**src/shared/pms_regs.svh**
```systemverilog
`ifndef PMS_REGS_SVH
`define PMS_REGS_SVH
// base tick 1 ms; measurement cycle in active mode is 1000 ticks, about once per second
`define PMS_TICK_US 1000
`define PMS_CLK_MHZ 100
`define PMS_TICK_CYCLES (`PMS_TICK_US * `PMS_CLK_MHZ)
`define PMS_ACTIVE_TICKS 1000
`define PMS_STANDBY_TICKS 8000
`define PMS_SHIP_TICKS 16000
`define PMS_IDLE_TICKS 30000
`define PMS_FAULT_DELAY_RESET 16'h000a
`define PMS_SWITCH_CHECK_TICKS 16'h0032
`define PMS_LOG_DEPTH 10
`define PMS_NUM_FAULTS 6
`define PMS_NUM_SAFETY 5
`define PMS_NUM_EXT 3
`define PMS_EXT_POL_RESET 3'h0
`endif

```
**src/shared/pms_pkg.sv**
```systemverilog
package pms_pkg;
  typedef enum logic [2:0] {
    PMS_ACTIVE,
    PMS_STANDBY,
    PMS_SHIP,
    PMS_DEEP_UV
  } pms_mode_type;

  typedef struct packed {
    logic chg;
    logic dsg;
    logic pre;
  } pms_switch_type;

  // first-level faults: cell uv, cell ov, cell ut, cell ot, sys ov, sys oc
  typedef struct packed {
    logic sys_oc;
    logic sys_ov;
    logic cell_ot;
    logic cell_ut;
    logic cell_ov;
    logic cell_uv;
  } pms_fault_type;

  // second-level: safety ov, safety ot, safety oc, measure fail, switch fail (internal)
  typedef struct packed {
    logic meas_fail;
    logic safe_oc;
    logic safe_ot;
    logic safe_ov;
  } pms_safety_type;

  typedef struct packed {
    logic [5:0] code;
    logic [15:0] stamp;
  } pms_log_entry_type;
endpackage

```
**src/core/pms_persist.sv**
```systemverilog
`include "pms_regs.svh"
// holds a condition until it has persisted for one tick more than its programmed number of ticks
module pms_persist
  import pms_pkg::*;
#(
  parameter int CNT_W = 16
) (
  input wire logic core_clk,
  input wire logic rst_sync_n,
  input wire logic tick,
  input wire logic cond,
  input wire logic [CNT_W-1:0] delay,
  output logic qualified
);
  typedef struct packed {
    logic [CNT_W-1:0] cnt;
    logic hit;
  } pms_persist_state_type;

  pms_persist_state_type state_reg, state_next;

  always_comb begin
    state_next = state_reg;
    if (!cond) begin
      state_next.cnt = '0;
      state_next.hit = 1'b0;
    end else if (tick && !state_reg.hit) begin
      if (state_reg.cnt >= delay) begin
        state_next.hit = 1'b1;
      end else begin
        state_next.cnt = state_reg.cnt + 1'b1;
      end
    end
  end

  always_ff @(posedge core_clk or negedge rst_sync_n) begin
    if (!rst_sync_n) begin
      state_reg <= '0;
    end else begin
      state_reg <= state_next;
    end
  end

  assign qualified = state_reg.hit;
endmodule

```
**src/core/pms_power_safety.sv**
```systemverilog
`include "pms_regs.svh"
module pms_power_safety
  import pms_pkg::*;
#(
  parameter int TICK_CYCLES = `PMS_TICK_CYCLES,
  parameter int ACTIVE_TICKS = `PMS_ACTIVE_TICKS,
  parameter int STANDBY_TICKS = `PMS_STANDBY_TICKS,
  parameter int SHIP_TICKS = `PMS_SHIP_TICKS,
  parameter int IDLE_TICKS = `PMS_IDLE_TICKS,
  parameter int NUM_EXT = `PMS_NUM_EXT
) (
  input wire logic core_clk,
  input wire logic rst_n,
  input wire pms_fault_type fault_raw,
  input wire pms_safety_type safety_raw,
  input wire logic [15:0] fault_delay [`PMS_NUM_FAULTS],
  input wire logic [15:0] safety_delay [`PMS_NUM_SAFETY],
  input wire logic [15:0] switch_check_delay,
  input wire logic fault_clear,
  input wire logic load_active,
  input wire logic cell_below_deep_uv,
  input wire logic cell_above_recovery,
  input wire logic charger_present,
  input wire logic ship_cmd,
  input wire logic host_bus_activity,
  input wire logic [NUM_EXT-1:0] ext_switch_in,
  input wire logic [NUM_EXT-1:0] ext_polarity,
  input wire pms_switch_type switch_sense,
  input wire logic [3:0] log_rd_index,
  output pms_switch_type switch_drive,
  output logic fuse_trip_output,
  output logic meas_start,
  output logic flash_store,
  output logic safety_enable,
  output pms_mode_type mode,
  output pms_log_entry_type log_rd_data,
  output logic [3:0] log_count
);
  localparam int LOG_DEPTH = `PMS_LOG_DEPTH;

  typedef struct packed {
    logic [1:0] rst_sync;
    logic [1:0] ext_s1;
    logic [1:0] ext_s2;
    logic [1:0] bus_s;
    logic [1:0] ld_s;
    logic [1:0] duv_s;
    logic [1:0] rec_s;
    logic [1:0] chgp_s;
    logic [31:0] div_cnt;
    logic [31:0] meas_cnt;
    logic [31:0] idle_cnt;
    pms_mode_type mode;
    pms_switch_type drive;
    logic fault_latched;
    logic fuse;
    logic meas;
    logic flash;
    pms_fault_type seen;
    logic [3:0] wr_ptr;
    logic [3:0] count;
    logic [15:0] stamp;
  } pms_state_type;

  pms_state_type state_reg, state_next;
  pms_log_entry_type log_reg [LOG_DEPTH];
  pms_log_entry_type log_wr_data;
  logic log_wr;

  // the synchronised reset is the only reset the rest of the block sees
  logic [1:0] rst_pipe_reg;
  logic rst_sync_n;
  always_ff @(posedge core_clk or negedge rst_n) begin
    if (!rst_n) begin
      rst_pipe_reg <= 2'h0;
    end else begin
      rst_pipe_reg <= {rst_pipe_reg[0], 1'b1};
    end
  end
  assign rst_sync_n = rst_pipe_reg[1];

  // pins from the pack side pass two flops; only stage [1] is read
  logic [NUM_EXT-1:0] ext_m_reg, ext_s_reg;
  logic bus_m_reg, bus_s_reg, ld_m_reg, ld_s_reg;
  logic duv_m_reg, duv_s_reg, rec_m_reg, rec_s_reg, cp_m_reg, cp_s_reg;
  pms_switch_type sense_m_reg, sense_s_reg;
  always_ff @(posedge core_clk or negedge rst_sync_n) begin
    if (!rst_sync_n) begin
      ext_m_reg <= '0;
      ext_s_reg <= '0;
      {bus_m_reg, bus_s_reg, ld_m_reg, ld_s_reg} <= 4'h0;
      {duv_m_reg, duv_s_reg, rec_m_reg, rec_s_reg, cp_m_reg, cp_s_reg} <= 6'h00;
      sense_m_reg <= '0;
      sense_s_reg <= '0;
    end else begin
      ext_m_reg <= ext_switch_in;
      ext_s_reg <= ext_m_reg;
      {bus_m_reg, ld_m_reg, duv_m_reg} <= {host_bus_activity, load_active, cell_below_deep_uv};
      {bus_s_reg, ld_s_reg, duv_s_reg} <= {bus_m_reg, ld_m_reg, duv_m_reg};
      {rec_m_reg, cp_m_reg} <= {cell_above_recovery, charger_present};
      {rec_s_reg, cp_s_reg} <= {rec_m_reg, cp_m_reg};
      sense_m_reg <= switch_sense;
      sense_s_reg <= sense_m_reg;
    end
  end

  logic tick;
  assign tick = (state_reg.div_cnt == 32'(TICK_CYCLES - 1));

  // external switch request: asserted when pin equals its active polarity
  logic ext_open;
  assign ext_open = |(~(ext_s_reg ^ ext_polarity));

  // first-level qualifiers, one per fault
  logic [`PMS_NUM_FAULTS-1:0] fault_q;
  logic [`PMS_NUM_SAFETY-1:0] safety_q;
  logic [`PMS_NUM_SAFETY-1:0] safety_cond;
  logic stuck_closed;
  // a switch reported closed while commanded open
  assign stuck_closed = |(sense_s_reg & ~state_reg.drive);
  assign safety_cond = {stuck_closed, safety_raw};

  genvar gi;
  generate
    for (gi = 0; gi < `PMS_NUM_FAULTS; gi++) begin : g_fault
      pms_persist u_persist (
        .core_clk(core_clk),
        .rst_sync_n(rst_sync_n),
        .tick(tick),
        .cond(fault_raw[gi] && safety_enable),
        .delay(fault_delay[gi]),
        .qualified(fault_q[gi])
      );
    end
    // second-level checks run from raw inputs, not from first-level state
    for (gi = 0; gi < `PMS_NUM_SAFETY; gi++) begin : g_safety
      pms_persist u_persist (
        .core_clk(core_clk),
        .rst_sync_n(rst_sync_n),
        .tick(tick),
        .cond(safety_cond[gi] && safety_enable),
        .delay((gi == `PMS_NUM_SAFETY - 1) ? switch_check_delay : safety_delay[gi]),
        .qualified(safety_q[gi])
      );
    end
  endgenerate

  logic any_fault;
  assign any_fault = |fault_q;

  always_comb begin
    state_next = state_reg;
    log_wr = 1'b0;
    log_wr_data = '0;
    state_next.meas = 1'b0;
    state_next.flash = 1'b0;
    state_next.div_cnt = tick ? 32'h0 : state_reg.div_cnt + 32'h1;
    if (tick) begin
      state_next.stamp = state_reg.stamp + 16'h1;
      state_next.meas_cnt = state_reg.meas_cnt + 32'h1;
      state_next.idle_cnt = ld_s_reg ? 32'h0 : state_reg.idle_cnt + 32'h1;
    end
    unique case (state_reg.mode)
      PMS_ACTIVE: begin
        if (tick && state_reg.meas_cnt >= 32'(ACTIVE_TICKS - 1)) begin
          state_next.meas = 1'b1;
          state_next.meas_cnt = 32'h0;
        end
        if (ship_cmd) begin
          state_next.mode = PMS_SHIP;
        end else if (!ld_s_reg && state_reg.idle_cnt >= 32'(IDLE_TICKS)) begin
          state_next.mode = PMS_STANDBY;
          state_next.meas_cnt = 32'h0;
        end
      end
      PMS_STANDBY: begin
        if (tick && state_reg.meas_cnt >= 32'(STANDBY_TICKS - 1)) begin
          state_next.meas = 1'b1;
          state_next.meas_cnt = 32'h0;
        end
        if (ship_cmd) begin
          state_next.mode = PMS_SHIP;
        end else if (ld_s_reg) begin
          state_next.mode = PMS_ACTIVE;
          state_next.idle_cnt = 32'h0;
        end
      end
      PMS_SHIP: begin
        if (tick && state_reg.meas_cnt >= 32'(SHIP_TICKS - 1)) begin
          state_next.meas = 1'b1;
          state_next.flash = 1'b1;
          state_next.meas_cnt = 32'h0;
        end
        if (bus_s_reg) begin
          state_next.mode = PMS_ACTIVE;
          state_next.idle_cnt = 32'h0;
        end
      end
      PMS_DEEP_UV: begin
        if (rec_s_reg && !duv_s_reg) begin
          state_next.mode = PMS_ACTIVE;
          state_next.idle_cnt = 32'h0;
        end
      end
      default: state_next.mode = PMS_ACTIVE;
    endcase
    // deep undervoltage pre-empts every other mode
    if (duv_s_reg) begin
      state_next.mode = PMS_DEEP_UV;
    end

    // first-level: latch open until software clears and the fault is gone
    if (any_fault) begin
      state_next.fault_latched = 1'b1;
    end else if (fault_clear) begin
      state_next.fault_latched = 1'b0;
    end
    // log each newly qualified fault once
    state_next.seen = pms_fault_type'(fault_q);
    if (|(fault_q & ~state_reg.seen)) begin
      log_wr = 1'b1;
      log_wr_data.code = fault_q & ~state_reg.seen;
      log_wr_data.stamp = state_reg.stamp;
      state_next.wr_ptr = (state_reg.wr_ptr == 4'(LOG_DEPTH - 1)) ? 4'h0 : state_reg.wr_ptr + 4'h1;
      if (state_reg.count != 4'(LOG_DEPTH)) begin
        state_next.count = state_reg.count + 4'h1;
      end
    end

    // switch drive per mode
    unique case (state_next.mode)
      PMS_SHIP: state_next.drive = '0;
      PMS_DEEP_UV: state_next.drive = '{chg: 1'b0, dsg: 1'b0, pre: cp_s_reg};
      default: begin
        if (state_next.fault_latched || any_fault || ext_open) begin
          state_next.drive = '0;
        end else begin
          state_next.drive = '{chg: 1'b1, dsg: 1'b1, pre: 1'b1};
        end
      end
    endcase

    // fuse is permanent once any second-level check qualifies
    if (|safety_q) begin
      state_next.fuse = 1'b1;
    end
    if (state_next.fuse) begin
      state_next.drive = '0;
    end
  end

  always_ff @(posedge core_clk or negedge rst_sync_n) begin
    if (!rst_sync_n) begin
      state_reg <= '0;
    end else begin
      state_reg <= state_next;
    end
  end

  // log storage kept outside the state struct so it stays an indexed array
  genvar li;
  generate
    for (li = 0; li < LOG_DEPTH; li++) begin : g_log
      always_ff @(posedge core_clk or negedge rst_sync_n) begin
        if (!rst_sync_n) begin
          log_reg[li] <= '0;
        end else if (log_wr && state_reg.wr_ptr == 4'(li)) begin
          log_reg[li] <= log_wr_data;
        end
      end
    end
  endgenerate

  // safety off in ship and deep-undervoltage
  assign safety_enable = (state_reg.mode == PMS_ACTIVE) || (state_reg.mode == PMS_STANDBY);
  assign switch_drive = state_reg.drive;
  assign fuse_trip_output = state_reg.fuse;
  assign meas_start = state_reg.meas;
  assign flash_store = state_reg.flash;
  assign mode = state_reg.mode;
  assign log_count = state_reg.count;
  // index beyond the log reads zero
  assign log_rd_data = (log_rd_index < 4'(LOG_DEPTH)) ? log_reg[log_rd_index] : '0;
endmodule

```
**config.mk**
```make
export PLATFORM = sky130hd
export DESIGN_NAME = pms_power_safety
export DESIGN_NICKNAME = d
export VERILOG_FILES = /design/src/shared/pms_pkg.sv /design/src/core/pms_persist.sv /design/src/core/pms_power_safety.sv
export VERILOG_INCLUDE_DIRS = /design/src /design/src/shared
export SDC_FILE = /design/constraint.sdc
export NUM_CORES = 1
export LEC_CHECK = 0
export ABC_AREA = 1
export BUFFER_PORTS_ARGS = -buffer_cell sky130_fd_sc_hd__buf_4
export CORE_MARGIN = 1
export CORE_UTILIZATION = 36
export DETAILED_ROUTE_END_ITERATION = 12
export PLACE_DENSITY = 0.54
export SLEW_MARGIN = 25
export SYNTH_ARGS = -nofsm -noshare
export SYNTH_HDL_FRONTEND = slang
export SYNTH_HIERARCHICAL = 1
export SYNTH_SLANG_ARGS = --single-unit
```
**constraint.sdc**
```tcl
create_clock -name core_clk -period 21.2 [get_ports core_clk]
set_input_delay 4.24 -clock core_clk [delete_from_list [all_inputs] [get_ports core_clk]]
set_output_delay 4.24 -clock core_clk [all_outputs]
set_load 0.05 [all_outputs]
```
==> metrics.csv <==
stage;metric;value;unit
status;outcome;complete, no violations;
die;FP Rows;115;
synth;synth warn;6;
drt;DRT Pass-1 Iters;7;
drt;number of antenna-violating nets in the routed design;0;
job;maxcap violations;0;
drt;DR WL/cell;15.0;µm
sta;Worst Max-Slew Pin Slew;1030;ps
setup_path;crit end category;primary output;
clock_tree;Root Buffer;clkbuf_16;
grt;vias in the first global route;29800;
sta;Final Hold Violating Endpoints;0;
cells_and_area;area of the multi-input gates;18700;µm²
synth;prevailing post-synth register cell;dfrtp_1;
clock_tree;total CTS buffers;73;
place;dpl hpwl;64000;µm
synth;Mapped Cells;4792;
die;initial core utilization;0.364;
cells_and_area;flip-flop count of the largest register after layout;220;
setup_path;Worst EP required;16960;ps
grt;first-pass GRT wire length;157000;µm
setup_path;CP arrival;6800;ps
setup_path;flop2flop setup slack;17530;ps
clock_tree;clock sinks;566;
cells_and_area;layout cells sized above 1;0.128;
cells_and_area;Area growth syn-to-layout;14.7;%
sta;Rel. slew slack;0.307;
cells_and_area;Sequential Area;14200;µm²
pwr;total power;2.57;mW
sta;Tcrit/Tclk final;0.521;
clock_tree;post-CTS sizing;0;
sta;Fin Setup TNS;0;ps
synth;number of synthesized flops with an enable pin;0;
drt;DR vias;31000;
grt;largest net degree at the start of global routing;174;
place;Area after DPL;38600;µm²
setup_path;Startpoint Class;input pin;
synth;#FFs+latches synth;566;
synth;Synthesized Nets;5210;
die;Die W;317;µm
pwr;worst vdd ir;0.0443;mV
setup_path;Critical path destination;log_rd_data[14];
synth;distinct cell type count after synthesis;54;
setup_path;critical path fanouts, max;79;
place;Buffers on Ports;243;
hold_path;Hold Crit Class;flop to asynchronous set/reset pin;
synth;ranking of synthesized cells by area;dfrtp_1, nand2_1, ha_1;
clock_tree;CTS H-tree lvls;3;
sta;Min Clock Period, post-route;11040;ps
cells_and_area;post-route cell area;41100;µm²
cells_and_area;fin util;0.417;
clock_tree;CTS max path bufs;3;
setup_path;r2r endpoint;log_reg[12]$_DFFE_PN0P_;
sta;Setup Viol. Count Final;0;
drt;Initial DRC Count;1839;
setup_path;Crit Path Class;input pin to primary output;
clock_tree;hold_buf cts;0;
synth;most frequent cell after synthesis;nand2_1;
synth;top cells by count, synth;nand2_1, dfrtp_1, nor2_1, inv_1, o21ai_0;
synth;synthesized area;35800;µm²
sta;skew final;21.4;ps
grt;initial antenna violation count;3;
sta;Hold WS;266;ps
drt;DRC viols;0;
clock_tree;Post-CTS Repair Setup Buffers;0;
sta;RSZ-0062 raised after global routing;no;
cells_and_area;Filler cells;10300;
clock_tree;Clock Latency Late Sink;620;ps
synth;cell taking the most area after synthesis;dfrtp_1;
pwr;Leak;19.6;nW
place;routability congestion estimate;0.867;
die;I/O pin total;260;
drt;vias per cell;4.91;
grt;grt ovf;0;
synth;Seq/Total Area, Yosys;0.396;
die;Core Area;98400;µm²
clock_tree;CTS tree;yes;
synth;Synth top area share;0.396;
sta;highest clock rate;0.0906;GHz
synth;syn avg cell area;7.47;µm²
cells_and_area;layout net count;5392;
setup_path;worst reg2reg path startpoint;rst_pipe_reg[1]$_DFF_PN0_;
drt;routed wire length;94800;µm
sta;Slew Viols, Final;0;
pwr;Pwr Density;62.6;nW/µm²
setup_path;R2R cell count;4;
clock_tree;clock slew at reported path FFs;50;ps
synth;FFs w/ async S/R, synth;1.00;
die;DIE HEIGHT;317;µm
die;total die area;101000;µm²
setup_path;CP Launch Point;log_rd_index[0];
grt;Total GRT Usage;0.191;
[where the power goes]
part	switching, mW	internal [mW]	leakage, nW
Combinational	0.123	0.0653	10.6
Clock	0.494	0.795	1.23
Sequential	0.00800	1.09	7.81
[metal layers]
metal  vias to the layer above  GRT usage  part of all wire
met1                     14500      0.259              0.47
li1                      15900          -                 -
met4                         0     0.0563             0.027
met3                       132     0.0264             0.035
met5                         -          0                 0
met2                       441      0.316              0.46
[layout by cell type, fill, tap and decap left out, drive strengths merged, types with 13 or more instances in the layout]
cell	n
nand2	1342
nor2	602
dfrtp	566
inv	518
o21ai	369
nand3	360
buf	281
ha	194
a21oi	154
nor3	152
clkbuf	104
xor2	97
nor3b	46
nand4	45
o221ai	30
o22ai	23
o21bai	23
nor4	18
clkinv	18
xnor2	17
mux2i	14
o21a	13
[worst max-delay path, stage by stage]
cell	delay, ps
buf_4	310
inv_2	350
buf_4	760
o21ai_0	170
o221ai_1	180
o21ai_0	140
o22ai_1	330
buf_4	280
[worst min path at each step]
stage	endpoint	slack (ps)
after detailed placement	g_fault[4].u_persist/state_reg[12]$_DFFE_PN0P_	290
final	g_fault[3].u_persist/state_reg[3]$_DFFE_PN0P_	270
after floorplan	bus_s_reg$_DFF_PN0_	330
after global routing	g_fault[4].u_persist/state_reg[12]$_DFFE_PN0P_	320
after CTS	g_fault[4].u_persist/state_reg[12]$_DFFE_PN0P_	300
after global placement	g_fault[4].u_persist/state_reg[12]$_DFFE_PN0P_	290
[kinds of logic (layout without fill, tap and decap cells)]
kind of cell               after synthesis  count (layout)  share of synthesized area
adders and majority gates              194             194                     0.0678
DFF                                    566             566                      0.396
xor gates and xnor gates               114             114                     0.0279
AOI/OAI and AO/OA                      636             636                     0.0997
buffers and inverters                  693             930                     0.0821
other                                    2               3                   0.000210
muxes                                   14              14                    0.00391
and+or+nand+nor                       2573            2573                      0.323
[metrics by stage]
stage               cells  worst slack [ps]
global route         6317              9980
finish               6317             10160
floorplan            4792              4260
detailed placement   6186             10220
CTS                  6316             10230
global placement     6186             10220
[final cells by class]
cell class / count / area share
Inverter: 519 / 0.0474
Antenna cell: 1 / 0.0000609
Clock buffer: 104 / 0.0518
Clock inverter: 26 / 0.00865
Multi-Input combinational cell: 3533 / 0.456
Timing Repair Buffer: 281 / 0.0517
Sequential cell: 566 / 0.345
Tap cell: 1287 / 0.0392
Note: power is estimated with default switching activity, not from simulation.
